**src/design/trig_ctrl_pkg.sv**
```systemverilog
// Purpose: shared constants for the global shutter trigger control block
// Assumes: mclk at 200 MHz, all line counts in horizontal line periods
// Notes: register offsets are the byte addresses of the serial control port

package trig_ctrl_pkg;

   // ==========================================================
   // register offsets
   localparam logic [7:0] MASTER_RUN_OFS = 8'h0A;
   localparam logic [7:0] MODE_SEL_OFS = 8'h0B;
   localparam logic [7:0] SYNC_DRIVE_OFS = 8'h36;
   localparam logic [7:0] ABORT_EN_OFS = 8'hAA;
   localparam logic [7:0] FAST_SEL_OFS = 8'hAE;

   // ==========================================================
   // field positions and reset values
   localparam int SYNC_DRIVE_LSB = 4;
   localparam logic MASTER_RUN_RST = 1'h1;
   localparam logic MODE_SEL_RST = 1'h0;
   localparam logic ABORT_EN_RST = 1'h1;
   localparam logic FAST_SEL_RST = 1'h0;
   localparam logic [1:0] SYNC_DRIVE_RST = 2'h0;
   localparam logic [1:0] SYNC_DRIVE_HIZ = 2'h3;

   // ==========================================================
   // line period counts
   localparam logic [15:0] MODE_SWITCH_LINES = 16'h000E;
   localparam logic [15:0] OUTPUT_LATENCY_LINES = 16'h001D;
   localparam logic [15:0] SEQ_HOLDOFF_ALL = 16'h046A;
   localparam logic [15:0] SEQ_HOLDOFF_SUB = 16'h024A;
   localparam logic [15:0] SEQ_ROI_EXTRA = 16'h002A;
   localparam logic [15:0] FAST_HOLDOFF_ALL = 16'h0476;
   localparam logic [15:0] FAST_HOLDOFF_SUB = 16'h0256;
   localparam logic [15:0] FAST_ROI_EXTRA = 16'h0036;

   // ==========================================================
   // exposure offset in real time
   localparam int CLK_MHZ = 200;
   localparam int EXPOSURE_OFFSET_NS = 14260;
   localparam int EXPOSURE_OFFSET_CYC_I = (EXPOSURE_OFFSET_NS * CLK_MHZ + 999) / 1000;
   localparam logic [11:0] EXPOSURE_OFFSET_CYC = 12'(EXPOSURE_OFFSET_CYC_I);

   // ==========================================================
   // readout geometry select and shutter states
   localparam logic [1:0] READ_ALL = 2'h0;
   localparam logic [1:0] READ_SUB = 2'h1;
   localparam logic [1:0] READ_ROI = 2'h2;

   typedef enum logic [1:0] {
      ST_NORMAL = 2'b00,
      ST_SWITCH = 2'b01,
      ST_SEQ = 2'b11,
      ST_FAST = 2'b10
   } shutter_state_e;

endpackage

```
**src/design/line_timer.sv**
```systemverilog
// Purpose: line tick source and master sync pulse generator
// Assumes: ext_line is already synchronised to mclk
// Notes: master_en selects the internal line and frame counters

`timescale 1ns/1ps
`default_nettype none

module line_timer #(
   parameter int LINE_CYCLES = 1100,
   parameter int FRAME_LINES = 1130
) (
   // clock and reset
   input wire logic mclk,
   input wire logic sys_rst,
   // line source
   input wire logic master_en,
   input wire logic ext_line,
   // timing out
   output logic line_tick,
   output logic hs_drive,
   output logic vs_drive
);

   logic [15:0] cyc_r;
   logic [15:0] line_r;
   logic wrap;

   assign wrap = (cyc_r == 16'(LINE_CYCLES - 1));

   // ==========================================================
   // internal line and frame counters
   always_ff @(posedge mclk) begin
      if (sys_rst || !master_en) begin
         cyc_r <= 16'h0000;
         line_r <= 16'h0000;
      end else if (wrap) begin
         cyc_r <= 16'h0000;
         line_r <= (line_r == 16'(FRAME_LINES - 1)) ? 16'h0000 : line_r + 16'h0001;
      end else begin
         cyc_r <= cyc_r + 16'h0001;
      end
   end

   // ==========================================================
   // tick and sync drive
   always_ff @(posedge mclk) begin
      if (sys_rst) begin
         line_tick <= 1'b0;
         hs_drive <= 1'b1;
         vs_drive <= 1'b1;
      end else begin
         line_tick <= master_en ? wrap : ext_line;
         hs_drive <= !(master_en && wrap);
         vs_drive <= !(master_en && wrap && line_r == 16'h0000);
      end
   end

endmodule

`default_nettype wire

```
**src/design/shutter_trigger_ctrl.sv**
```systemverilog
// Purpose: exposure trigger control for a global shutter sensor
// Assumes: pins are asynchronous to mclk; register port is already decoded
// Notes: sync pins are split into value and enable

`timescale 1ns/1ps
`default_nettype none

module shutter_trigger_ctrl #(
   parameter int LINE_CYCLES = 1100,
   parameter int FRAME_LINES = 1130
) (
   // clock and reset
   input wire logic mclk,
   input wire logic sys_rst,
   // serial control register port
   input wire logic reg_wr,
   input wire logic reg_rd,
   input wire logic [7:0] reg_addr,
   input wire logic [7:0] reg_wdata,
   output logic [7:0] reg_rdata,
   // readout geometry
   input wire logic [1:0] readout_sel,
   input wire logic [11:0] roi_height_one,
   input wire logic [11:0] roi_height_two,
   // trigger and sync pins
   input wire logic exposure_trigger_n,
   input wire logic vertical_sync_n_i,
   input wire logic horizontal_sync_n_i,
   output logic vertical_sync_n_o,
   output logic vertical_sync_n_oe,
   output logic horizontal_sync_n_o,
   output logic horizontal_sync_n_oe,
   // frame status
   output logic exposure_active,
   output logic readout_active,
   output logic data_start,
   output logic frame_invalid,
   output logic pulse_out_a,
   output logic pulse_out_b
);

   logic master_run_n_r;
   logic trigger_mode_select_r;
   logic retrigger_abort_enable_r;
   logic [1:0] sync_pin_drive_select_r;
   logic immediate_trigger_select_r;
   logic [2:0] trig_sh_r, vs_sh_r, hs_sh_r;
   logic trig_eff_r, trig_eff_nxt;
   logic line_tick, hs_drive, vs_drive;
   trig_ctrl_pkg::shutter_state_e state_r;
   logic [15:0] switch_cnt_r;
   logic [15:0] holdoff_cnt_r, holdoff_lim;
   logic [15:0] latency_cnt_r;
   logic latency_run_r;
   logic [11:0] tail_cnt_r;
   logic exp_tail_r;
   logic is_master, in_trig, in_holdoff, frame_busy;
   logic rise_ev, fall_ev, acc_rise, acc_fall, retrig;
   logic vs_frame, frame_go, wr_mode, abort_sw;

   assign is_master = !master_run_n_r;
   assign in_trig = (state_r == trig_ctrl_pkg::ST_SEQ) || (state_r == trig_ctrl_pkg::ST_FAST);
   assign in_holdoff = holdoff_cnt_r < holdoff_lim;
   assign frame_busy = latency_run_r || readout_active;
   assign wr_mode = reg_wr && (reg_addr == trig_ctrl_pkg::MODE_SEL_OFS);

   // ==========================================================
   // pin synchronisers
   always_ff @(posedge mclk) begin
      if (sys_rst) begin
         trig_sh_r <= 3'h7;
         vs_sh_r <= 3'h7;
         hs_sh_r <= 3'h7;
      end else begin
         trig_sh_r <= {trig_sh_r[1:0], exposure_trigger_n};
         vs_sh_r <= {vs_sh_r[1:0], vertical_sync_n_i};
         hs_sh_r <= {hs_sh_r[1:0], horizontal_sync_n_i};
      end
   end

   line_timer #(
      .LINE_CYCLES(LINE_CYCLES),
      .FRAME_LINES(FRAME_LINES)
   ) u_line_timer (
      .mclk(mclk),
      .sys_rst(sys_rst),
      .master_en(is_master),
      .ext_line(hs_sh_r[2] && !hs_sh_r[1]),
      .line_tick(line_tick),
      .hs_drive(hs_drive),
      .vs_drive(vs_drive)
   );

   // ==========================================================
   // control registers
   always_ff @(posedge mclk) begin
      if (sys_rst) begin
         master_run_n_r <= trig_ctrl_pkg::MASTER_RUN_RST;
         trigger_mode_select_r <= trig_ctrl_pkg::MODE_SEL_RST;
         retrigger_abort_enable_r <= trig_ctrl_pkg::ABORT_EN_RST;
         sync_pin_drive_select_r <= trig_ctrl_pkg::SYNC_DRIVE_RST;
         immediate_trigger_select_r <= trig_ctrl_pkg::FAST_SEL_RST;
      end else if (reg_wr) begin
         case (reg_addr)
            trig_ctrl_pkg::MASTER_RUN_OFS: master_run_n_r <= reg_wdata[0];
            trig_ctrl_pkg::MODE_SEL_OFS: trigger_mode_select_r <= reg_wdata[0];
            trig_ctrl_pkg::ABORT_EN_OFS: retrigger_abort_enable_r <= reg_wdata[0];
            trig_ctrl_pkg::SYNC_DRIVE_OFS: begin
               sync_pin_drive_select_r <= reg_wdata[trig_ctrl_pkg::SYNC_DRIVE_LSB +: 2];
            end
            trig_ctrl_pkg::FAST_SEL_OFS: immediate_trigger_select_r <= reg_wdata[0];
            default: ;
         endcase
      end
   end

   // ==========================================================
   // register readback
   always_ff @(posedge mclk) begin
      if (sys_rst) begin
         reg_rdata <= 8'h00;
      end else if (reg_rd) begin
         case (reg_addr)
            trig_ctrl_pkg::MASTER_RUN_OFS: reg_rdata <= {7'h00, master_run_n_r};
            trig_ctrl_pkg::MODE_SEL_OFS: reg_rdata <= {7'h00, trigger_mode_select_r};
            trig_ctrl_pkg::ABORT_EN_OFS: reg_rdata <= {7'h00, retrigger_abort_enable_r};
            trig_ctrl_pkg::SYNC_DRIVE_OFS: reg_rdata <= {2'h0, sync_pin_drive_select_r, 4'h0};
            trig_ctrl_pkg::FAST_SEL_OFS: reg_rdata <= {7'h00, immediate_trigger_select_r};
            default: reg_rdata <= 8'h00;
         endcase
      end
   end

   // ==========================================================
   // holdoff limit per geometry and mode
   always_comb begin
      holdoff_lim = 16'h0000;
      case (readout_sel)
         trig_ctrl_pkg::READ_ALL: begin
            holdoff_lim = (state_r == trig_ctrl_pkg::ST_FAST) ?
               trig_ctrl_pkg::FAST_HOLDOFF_ALL : trig_ctrl_pkg::SEQ_HOLDOFF_ALL;
         end
         trig_ctrl_pkg::READ_SUB: begin
            holdoff_lim = (state_r == trig_ctrl_pkg::ST_FAST) ?
               trig_ctrl_pkg::FAST_HOLDOFF_SUB : trig_ctrl_pkg::SEQ_HOLDOFF_SUB;
         end
         default: begin
            holdoff_lim = 16'(roi_height_one) + 16'(roi_height_two) +
               ((state_r == trig_ctrl_pkg::ST_FAST) ?
               trig_ctrl_pkg::FAST_ROI_EXTRA : trig_ctrl_pkg::SEQ_ROI_EXTRA);
         end
      endcase
   end

   // ==========================================================
   // trigger edge detection
   always_comb begin
      trig_eff_nxt = trig_eff_r;
      if (state_r == trig_ctrl_pkg::ST_FAST) begin
         trig_eff_nxt = trig_sh_r[2];
      end else if (line_tick) begin
         trig_eff_nxt = trig_sh_r[2];
      end
   end

   assign fall_ev = trig_eff_r && !trig_eff_nxt;
   assign rise_ev = !trig_eff_r && trig_eff_nxt;
   // sequential trigger needs slave timing; fast needs master timing
   assign acc_fall = fall_ev && !exposure_active && !(in_holdoff && !retrigger_abort_enable_r) &&
      ((state_r == trig_ctrl_pkg::ST_SEQ && !is_master) ||
      (state_r == trig_ctrl_pkg::ST_FAST && is_master));
   assign acc_rise = rise_ev && exposure_active && !exp_tail_r &&
      !(in_holdoff && !retrigger_abort_enable_r);
   assign retrig = acc_rise && in_holdoff && frame_busy;
   assign vs_frame = (state_r == trig_ctrl_pkg::ST_NORMAL) && !is_master &&
      vs_sh_r[2] && !vs_sh_r[1];
   assign frame_go = acc_rise || vs_frame ||
      (state_r == trig_ctrl_pkg::ST_NORMAL && is_master && line_tick && !vs_drive);
   assign abort_sw = wr_mode && frame_busy &&
      (reg_wdata[0] || (in_trig && in_holdoff));

   always_ff @(posedge mclk) begin
      if (sys_rst) begin
         trig_eff_r <= 1'b1;
      end else begin
         trig_eff_r <= trig_eff_nxt;
      end
   end

   // ==========================================================
   // mode switching
   always_ff @(posedge mclk) begin
      if (sys_rst) begin
         state_r <= trig_ctrl_pkg::ST_NORMAL;
         switch_cnt_r <= 16'h0000;
      end else if (wr_mode && state_r != trig_ctrl_pkg::ST_SWITCH) begin
         state_r <= trig_ctrl_pkg::ST_SWITCH;
         switch_cnt_r <= 16'h0000;
      end else if (state_r == trig_ctrl_pkg::ST_SWITCH && line_tick) begin
         if (switch_cnt_r == trig_ctrl_pkg::MODE_SWITCH_LINES - 16'h0001) begin
            if (!trigger_mode_select_r) begin
               state_r <= trig_ctrl_pkg::ST_NORMAL;
            end else if (immediate_trigger_select_r && is_master) begin
               state_r <= trig_ctrl_pkg::ST_FAST;
            end else begin
               state_r <= trig_ctrl_pkg::ST_SEQ;
            end
         end
         switch_cnt_r <= switch_cnt_r + 16'h0001;
      end
   end

   // ==========================================================
   // exposure window
   always_ff @(posedge mclk) begin
      if (sys_rst || !in_trig) begin
         exposure_active <= 1'b0;
         exp_tail_r <= 1'b0;
         tail_cnt_r <= 12'h000;
      end else if (acc_fall) begin
         exposure_active <= 1'b1;
         exp_tail_r <= 1'b0;
      end else if (acc_rise) begin
         exp_tail_r <= 1'b1;
         tail_cnt_r <= trig_ctrl_pkg::EXPOSURE_OFFSET_CYC - 12'h001;
      end else if (exp_tail_r) begin
         if (tail_cnt_r == 12'h000) begin
            exposure_active <= 1'b0;
            exp_tail_r <= 1'b0;
         end else begin
            tail_cnt_r <= tail_cnt_r - 12'h001;
         end
      end
   end

   // ==========================================================
   // holdoff, latency and readout
   always_ff @(posedge mclk) begin
      if (sys_rst) begin
         holdoff_cnt_r <= 16'hFFFF;
         latency_cnt_r <= 16'h0000;
         latency_run_r <= 1'b0;
         readout_active <= 1'b0;
         data_start <= 1'b0;
         frame_invalid <= 1'b0;
      end else begin
         data_start <= 1'b0;
         frame_invalid <= retrig || abort_sw;
         if (abort_sw) begin
            latency_run_r <= 1'b0;
            readout_active <= 1'b0;
         end else if (frame_go) begin
            holdoff_cnt_r <= 16'h0000;
            latency_cnt_r <= 16'h0000;
            latency_run_r <= 1'b1;
            readout_active <= 1'b0;
         end else if (line_tick) begin
            if (holdoff_cnt_r != 16'hFFFF) begin
               holdoff_cnt_r <= holdoff_cnt_r + 16'h0001;
            end
            if (latency_run_r) begin
               if (latency_cnt_r == trig_ctrl_pkg::OUTPUT_LATENCY_LINES - 16'h0001) begin
                  latency_run_r <= 1'b0;
                  readout_active <= 1'b1;
                  data_start <= 1'b1;
               end
               latency_cnt_r <= latency_cnt_r + 16'h0001;
            end else if (readout_active && !in_holdoff) begin
               readout_active <= 1'b0;
            end
         end
      end
   end

   // ==========================================================
   // sync pins and pulse outputs
   always_ff @(posedge mclk) begin
      if (sys_rst) begin
         horizontal_sync_n_o <= 1'b1;
         vertical_sync_n_o <= 1'b1;
         horizontal_sync_n_oe <= 1'b0;
         vertical_sync_n_oe <= 1'b0;
         pulse_out_a <= 1'b0;
         pulse_out_b <= 1'b0;
      end else begin
         horizontal_sync_n_o <= hs_drive;
         vertical_sync_n_o <= vs_drive;
         horizontal_sync_n_oe <= is_master &&
            sync_pin_drive_select_r != trig_ctrl_pkg::SYNC_DRIVE_HIZ;
         vertical_sync_n_oe <= is_master &&
            sync_pin_drive_select_r != trig_ctrl_pkg::SYNC_DRIVE_HIZ;
         pulse_out_a <= exposure_active && state_r != trig_ctrl_pkg::ST_FAST;
         pulse_out_b <= readout_active && state_r != trig_ctrl_pkg::ST_FAST;
      end
   end

   // ==========================================================
   // checks
   chk_reset_vals: assert property (@(posedge mclk) $past(sys_rst) |->
      master_run_n_r && retrigger_abort_enable_r && !trigger_mode_select_r &&
      !immediate_trigger_select_r)
      else $error("control bits not at reset values");

   chk_switch_entry: assert property (@(posedge mclk) disable iff (sys_rst)
      (wr_mode && state_r != trig_ctrl_pkg::ST_SWITCH) |=> state_r == trig_ctrl_pkg::ST_SWITCH)
      else $error("mode write did not start switch");

   chk_switch_lines: assert property (@(posedge mclk) disable iff (sys_rst)
      (state_r == trig_ctrl_pkg::ST_SWITCH && $past(state_r) != trig_ctrl_pkg::ST_SWITCH)
      |-> switch_cnt_r == 16'h0000)
      else $error("switch line count not cleared");

   chk_switch_exit: assert property (@(posedge mclk) disable iff (sys_rst)
      ($past(state_r) == trig_ctrl_pkg::ST_SWITCH && state_r != trig_ctrl_pkg::ST_SWITCH &&
      !$past(wr_mode)) |->
      $past(switch_cnt_r) == trig_ctrl_pkg::MODE_SWITCH_LINES - 16'h0001)
      else $error("mode entered before 14 lines");

   chk_retrig_invalid: assert property (@(posedge mclk) disable iff (sys_rst)
      retrig |=> frame_invalid)
      else $error("retrigger did not invalidate frame");

   chk_holdoff_ignore: assert property (@(posedge mclk) disable iff (sys_rst)
      (in_trig && in_holdoff && !retrigger_abort_enable_r && rise_ev)
      |=> holdoff_cnt_r != 16'h0000 || $past(holdoff_cnt_r) == 16'h0000)
      else $error("edge inside holdoff was taken");

   chk_holdoff_fall: assert property (@(posedge mclk) disable iff (sys_rst)
      (in_trig && in_holdoff && !retrigger_abort_enable_r && fall_ev && !exposure_active)
      |=> !exposure_active)
      else $error("fall inside holdoff started exposure");

   chk_seq_no_vs: assert property (@(posedge mclk) disable iff (sys_rst)
      (state_r == trig_ctrl_pkg::ST_SEQ && vs_sh_r[2] && !vs_sh_r[1] && !acc_rise)
      |=> !latency_run_r || $past(latency_run_r))
      else $error("vertical sync used in sequential mode");

   chk_fast_pulses: assert property (@(posedge mclk) disable iff (sys_rst)
      ($past(state_r) == trig_ctrl_pkg::ST_FAST) |-> !pulse_out_a && !pulse_out_b)
      else $error("pulse output active in fast mode");

   chk_hiz_pins: assert property (@(posedge mclk) disable iff (sys_rst)
      $past(sync_pin_drive_select_r) == trig_ctrl_pkg::SYNC_DRIVE_HIZ |->
      !horizontal_sync_n_oe && !vertical_sync_n_oe)
      else $error("sync pins driven while floating selected");

   chk_fast_master: assert property (@(posedge mclk) disable iff (sys_rst)
      acc_fall && state_r == trig_ctrl_pkg::ST_FAST |-> is_master ##1 exposure_active)
      else $error("fast exposure did not start on fall");

   chk_exp_offset: assert property (@(posedge mclk) disable iff (sys_rst)
      (acc_rise && in_trig) |=> exposure_active [*8])
      else $error("exposure ended before offset");

   chk_latency: assert property (@(posedge mclk) disable iff (sys_rst)
      data_start |->
      $past(latency_cnt_r) == trig_ctrl_pkg::OUTPUT_LATENCY_LINES - 16'h0001)
      else $error("data output latency wrong");

endmodule

`default_nettype wire

```
**config.mk**
```make
export PLATFORM = sky130hd
export DESIGN_NAME = shutter_trigger_ctrl
export DESIGN_NICKNAME = d
export VERILOG_FILES = /design/src/design/trig_ctrl_pkg.sv /design/src/design/line_timer.sv /design/src/design/shutter_trigger_ctrl.sv
export SDC_FILE = /design/constraint.sdc
export NUM_CORES = 1
export LEC_CHECK = 0
export CAP_MARGIN = 20
export CORE_UTILIZATION = 45
export CTS_BUF_LIST = sky130_fd_sc_hd__clkbuf_8
export CTS_CLUSTER_SIZE = 12
export DETAILED_ROUTE_END_ITERATION = 12
export DONT_BUFFER_PORTS = 1
export PLACE_DENSITY_LB_ADDON = 0.15
export SLEW_MARGIN = 20
export SYNTH_ARGS = -nofsm -noshare
export SYNTH_HDL_FRONTEND = slang
export SYNTH_HIERARCHICAL = 1
export SYNTH_SLANG_ARGS = --single-unit
export TNS_END_PERCENT = 100
```
**constraint.sdc**
```tcl
create_clock -name mclk -period 7.77 [get_ports mclk]
set_input_delay 1.554 -clock mclk [delete_from_list [all_inputs] [get_ports mclk]]
set_output_delay 1.554 -clock mclk [all_outputs]
set_load 0.02 [all_outputs]
```
After elaboration in Yosys (flattened, before gate mapping)
Index checks and enable logic that the tools add are counted.
W data, S select, Z words.
{ "word_totals": {"out_inout_bits": 18, "wordCells": 190, "ff_bits": 132} }
{ "classes": {"eq_ne": 20, "mux": 38, "add_sub_neg": 8, "bitwise_logic": 4, "reduce_logical": 87, "order_cmp": 1} }
{ "op_table": {"columns": ["operator", "n"], "rows": [
  ["$mux W16", 7],
  ["$add A16 B1 Y16 const B", 5],
  ["$mux W12", 3],
  ["$logic_and A1 B1 Y1", 33],
  ["$eq A16 B11 Y1 const B", 2],
  ["$pmux W6 S5", 1],
  ["$pmux W14 S2", 1],
  ["$mux W1", 22],
  ["$reduce_bool A2 Y1", 9],
  ["$eq A16 B4 Y1 const B", 1],
  ["$eq A16 B5 Y1 const B", 1],
  ["$eq A8 B4 Y1 const B", 2],
  ["$eq A8 B8 Y1 const B", 2],
  ["$logic_not A16 Y1", 1],
  ["$lt A16 B16 Y1", 1],
  ["$ne A16 B16 Y1 const B", 1],
  ["$mux W5", 3],
  ["$reduce_and A3 Y1", 5],
  ["$add A13 B6 Y14", 1],
  ["$logic_not A1 Y1", 14],
  ["$reduce_and A2 Y1", 7],
  ["$add A12 B12 Y13", 1],
  ["$logic_not A12 Y1", 1],
  ["$sub A12 B1 Y12 const B", 1],
  ["12 further kinds", 33]
]} }

Depth between registers and ports, before layout
{ "depth": {"depth_word": 12, "ltp_mapped": 23} }

Modules after synthesis
Netlist, hierarchy kept.
{ "by_module_without_submodules": {"columns": ["mod", "area_per_inst_um2", "cells_per_inst", "instances"], "rows": [
  ["shutter_trigger_ctrl", 5974.5, 724, 1],
  ["line_timer", 1750.4, 207, 1]
]} }

Worst setup path after synthesis
OpenSTA, ideal clock, no wires.
{ "synth_path": {"kind": "input-to-reg", "start": "input port roi_height_one[2]", "end": "register tail_cnt_r[4]", "n_path_buf": 1, "stages": 17, "arrival_ns": 5.575, "setup_time_ns": 0.072, "required_time_ns": 7.698, "setup_slack_ns": 2.124, "cell_sequence": "fa_1 inv_1 fa_1 nor2b_1 o21ai_0 a21o_1 a211oi_1 nor3_1 or3b_2 ha_1 a211oi_1 o21ai_0 o21a_1 a31o_2 buf_2 nor4_1 mux2i_1"} }
{ "synth_via": {"elab_chain_cells": 10, "word_cells_on_any_way": 14, "classes_between": "add/sub (2); order compare (1); eq/ne (1); mux (2); bitwise (1); reduce/logical (7)"} }
{ "synth_lines": {"columns": ["element", "line_no", "source"], "rows": [
  ["start, declared", "shutter_trigger_ctrl.sv:23", "input wire logic [11:0] roi_height_one,"],
  ["$add A12 B12 Y13 *", "shutter_trigger_ctrl.sv:148", "holdoff_lim = 16'(roi_height_one) + 16'(roi_height_two) +"],
  ["$add A13 B6 Y14 *", "shutter_trigger_ctrl.sv:148", null],
  ["$pmux W14 S2 *", "shutter_trigger_ctrl.sv:138", "case (readout_sel)"],
  ["$lt A16 B16 Y1 *", "shutter_trigger_ctrl.sv:63", "assign in_holdoff = holdoff_cnt_r < holdoff_lim;"],
  ["$logic_and A1 B1 Y1 *", "shutter_trigger_ctrl.sv:169, shutter_trigger_ctrl.sv:173", null],
  ["$logic_not A1 Y1 *", "shutter_trigger_ctrl.sv:169, shutter_trigger_ctrl.sv:173", null],
  ["parallel branches: the longest is 4 deep, another holds $reduce_and A3 Y1", null, null],
  ["end signal, assigned", "shutter_trigger_ctrl.sv:225", "tail_cnt_r <= trig_ctrl_pkg::EXPOSURE_OFFSET_CYC - 12'h001;"],
  ["end signal, assigned", "shutter_trigger_ctrl.sv:231", "tail_cnt_r <= tail_cnt_r - 12'h001;"],
  ["end, declared", "shutter_trigger_ctrl.sv:55", "logic [11:0] tail_cnt_r;"]
]} }
Every way passes the cells marked *.
A chain may end at the register's enable or synchronous reset.

Final worst setup path
{ "layout_path": {"start": "input port roi_height_one[2]", "end": "register latency_cnt_r[8]"} }
{ "layout_via": {"elab_chain_cells": 11, "word_cells_on_any_way": 17, "classes_between": "add/sub (2); order compare (1); mux (2); bitwise (1); reduce/logical (11)"} }
{ "layout_lines": {"columns": ["element", "line_no", "source"], "rows": [
  ["$add A12 B12 Y13 *", "shutter_trigger_ctrl.sv:148", null],
  ["$add A13 B6 Y14 *", "shutter_trigger_ctrl.sv:148", null],
  ["$pmux W14 S2 *", "shutter_trigger_ctrl.sv:138", null],
  ["$lt A16 B16 Y1 *", "shutter_trigger_ctrl.sv:63", null],
  ["$logic_and A1 B1 Y1", "shutter_trigger_ctrl.sv:173", "!(in_holdoff && !retrigger_abort_enable_r);"],
  ["$logic_not A1 Y1", "shutter_trigger_ctrl.sv:173", null],
  ["$logic_and A1 B1 Y1", "shutter_trigger_ctrl.sv:172", "assign acc_rise = rise_ev && exposure_active && !exp_tail_r &&"],
  ["$logic_or A1 B1 Y1 (2 in a row)", "shutter_trigger_ctrl.sv:177", "assign frame_go = acc_rise || vs_frame ||"],
  ["$reduce_bool A2 Y1 (no line)", null, null],
  ["$reduce_and A3 Y1 (no line)", null, null],
  ["end signal, assigned", "shutter_trigger_ctrl.sv:267", "latency_cnt_r <= latency_cnt_r + 16'h0001;"],
  ["end, declared", "shutter_trigger_ctrl.sv:53", "logic [15:0] latency_cnt_r;"]
]} }
Every way passes the cells marked *; elsewhere a longest branch is shown, timed or not.

==> out/summary.txt <==
relative slew slack: 30.8%
Placeable Area: 16,700 sq um
number of synthesized flops with an enable pin: 0
Layout Area Growth over Synthesis: 5.38%
final wirelength: 17,100 um
CTS tree: yes
setup tns final: 0 ns
Initial DRC Count: 296
root buffer cell: clkbuf_8
gr usage total: 20.3%
Flop pwr share: 49.3%
layout cell share with drive strength beyond 1: 7.30%
HPWL Detailed: 12,000 um
Final Skew: 0.0132 ns
post-route clock period utilization: 77.8%
asr flop ratio synth: 0%
post_cts resized: 0
initial antenna violation count: 0
HP Class: flip-flop to flip-flop
number of buffers created by CTS: 17
I/O Buffers: 0
YS warnings: 6
Remaining DRCs: 0
synthesized area: 7720 sq um
via count: 6,633
htree depth: 4
CTS Hold Bufs: 0
most frequent cells in the layout: dfxtp_1, nor2_1, nand2_1, a21oi_1, nand3_1
Vias per Instance: 5.83
Starting Density: 46.3%
num rows: 47
Comb pwr share: 12.3%
outcome: finished, final reports clean
Setup-failing EPs final: 0
net switching power: 360 uW
number of setup buffers added after CTS: 0
Hold Crit Depth: 1
internal power: 1000 uW
clock sink count: 127
DIE AREA: 17,700 sq um
Reg clk slew, reported paths: 0.07 ns
syn_area_per_cell: 8.30 sq um
Peak Freq: 0.165 GHz
clk buf depth: 2
ys flop type: dfxtp_1
largest net degree at the start of global routing: 58
final max-slew violation count: 0
die width: 133 um
worst skew pair latency: 0.45 ns
DRT Pass-1 Iters: 4
Worst Reg2Reg Path Length in Cells: 19
CP Max Fanout: 27
register area share after synthesis: 32.9%
hold_sp: hs_sh_r[0]$_SDFF_PP1_
hold endpoint: hs_sh_r[1]$_SDFF_PP1_
Unique masters post-synth: 74
Critical R2R Launch: state_r[0]$_SDFFE_PP0P_
die height: 133 um
Tot Pwr: 1360 uW
synthesized flop and latch total: 127
Startpoint Class: input port
minimum clock period: 6.05 ns
RSZ-0062 raised after global routing: false
first-pass GRT wire length: 29,200 um
wire per inst: 15.0 um
Worst Max-Slew Pin Slew: 1.03 ns
crit path DAT: 6.43 ns
remaining global-route overflow: 0
vias in the first global route: 6,036
r2r setup slk: 1.78 ns
max_cap viols: 0
Placer Congestion: 0.791
CP Capture Type: flip-flop
layout net count: 1,005
WP data required: 8.15 ns
Crit Reg-Reg Endpoint: latency_cnt_r[8]$_SDFFE_PP0P_
clock network power share: 38.3%
PwrDens: 167 nW/um^2
Detail Route Antenna Nets: 0
post-synthesis cell count: 931
diode count: 0
Final Hold Viols: 0
critical path class: input port to flip-flop
Sw Ratio: 26.4%
Max rail drop VDD: 0.000107 V
most common cell after layout, fill and taps aside: dfxtp_1
I/O pins: 67
leakage: 0.00290 uW
FILL cells: 1,638
[how the worst max path moves through the flow]
| stage | from | endpoint | slack (ns) |
|---|---|---|---|
| after floorplan | roi_height_one[2] | tail_cnt_r[4]$_SDFFE_PP0P_ | 2.12 |
| after global placement | roi_height_one[2] | latency_cnt_r[11]$_SDFFE_PP0P_ | 1.33 |
| after detailed placement | roi_height_one[2] | latency_cnt_r[8]$_SDFFE_PP0P_ | 1.32 |
| after CTS | roi_height_one[2] | latency_cnt_r[8]$_SDFFE_PP0P_ | 1.78 |
| after global routing | state_r[0]$_SDFFE_PP0P_ | latency_cnt_r[8]$_SDFFE_PP0P_ | 1.27 |
| final | roi_height_one[2] | latency_cnt_r[8]$_SDFFE_PP0P_ | 1.72 |
[layout make-up]
class | count | area [sq um] | area share (%)
Sequential cell | 127 | 2540 | 31.2
Clock buffer | 17 | 234 | 2.87
Tap cell | 220 | 275 | 3.38
Timing Repair Buffer | 7 | 52.6 | 0.646
Inverter | 35 | 131 | 1.61
Clock inverter | 11 | 106 | 1.31
Multi-Input combinational cell | 721 | 4800 | 58.9
[cells in the mapped netlist, types with 4 or more instances]
master	instances	area, sq um
nor3b_1	4	30.0
o21ai_0	33	165
o21a_1	9	67.6
and2_1	9	56.3
xor2_1	19	166
o31ai_1	8	60.1
and3_1	24	150
nor3_1	21	105
inv_1	34	128
nor4bb_1	4	40.0
nand4_1	32	200
buf_4	10	75.1
xnor2_1	13	114
clkbuf_1	27	101
or4_1	9	67.6
a211oi_1	23	173
or3_1	10	62.6
o211ai_1	31	233
a31oi_1	7	43.8
nand2_1	73	274
buf_6	4	45.0
nand3_1	49	245
nor4_1	25	156
nor2b_1	9	56.3
and4_1	11	96.3
buf_2	9	45.0
a21o_1	5	37.5
dfxtp_1	127	2540
o32ai_1	4	35.0
fa_1	4	80.1
nor2_1	78	293
nand2b_1	10	62.6
or2_2	18	113
mux2i_1	20	200
ha_1	43	538
a21oi_1	49	245
[per-stage QoR]
step	area [sq um]	worst slack [ns]	hold slack (ns)	cells	util, %
finish	8140	1.72	0.415	1138	48.7
global route	8140	1.27	0.431	1138	48.7
CTS	8140	1.78	0.419	1138	48.7
detailed placement	7800	1.32	0.401	1110	46.7
global placement	7800	1.33	0.393	1110	46.7
floorplan	7740	2.12	0.389	935	-
[layer usage]
metal	wire (um)	part of all wire, %	track usage (%)
met2	7780	46	32.1
met4	278	1.6	8.05
met5	0	0	0
met1	8450	49	27.2
met3	574	3.4	4.06
[state kept, by name, summed over array words and instances (netlist names), 3 cells and up]
name	flops
reg_rdata	3
vs_sh_r	3
u_line_timer/cyc_r	16
holdoff_cnt_r	16
tail_cnt_r	12
hs_sh_r	3
switch_cnt_r	16
latency_cnt_r	16
u_line_timer/line_r	16
trig_sh_r	3
[logic make-up after synthesis]
kind of cell | after synthesis | synth area share (%)
fa+ha+maj | 47 | 8.00
compound gates | 211 | 19.1
mux | 20 | 2.59
xor+xnor | 32 | 3.63
simple gates | 406 | 28.5
flops | 127 | 32.9
buf+inv | 87 | 5.25
other cells | 1 | 0.0485
[power groups by stage]
stage          combinational, uW  clock [uW]  sequential (uW)
3_5_place_dp                 167           0              687
3_3_place_gp                 167           0              687
5_1_grt                      192         573              673
4_1_cts                      169         542              672
6_report                     168         522              672
2_1_floorplan                149           0              682
[worst max-delay path, stage by stage]
cell and delay, ns:
fa_1 0.56, inv_1 0.07, fa_1 0.46, nor2b_1 0.12
o21ai_0 0.09, a21o_1 0.19, a211oi_1 0.27, nor3_1 0.08
or3b_2 0.47, ha_1 0.30, a211oi_1 0.09, o21ai_0 0.49
o21ai_1 0.21, o211a_1 0.35, buf_4 0.31, a2111oi_0 0.54
mux2i_1 0.24
No activity file was read; power rests on OpenSTA's default activity.
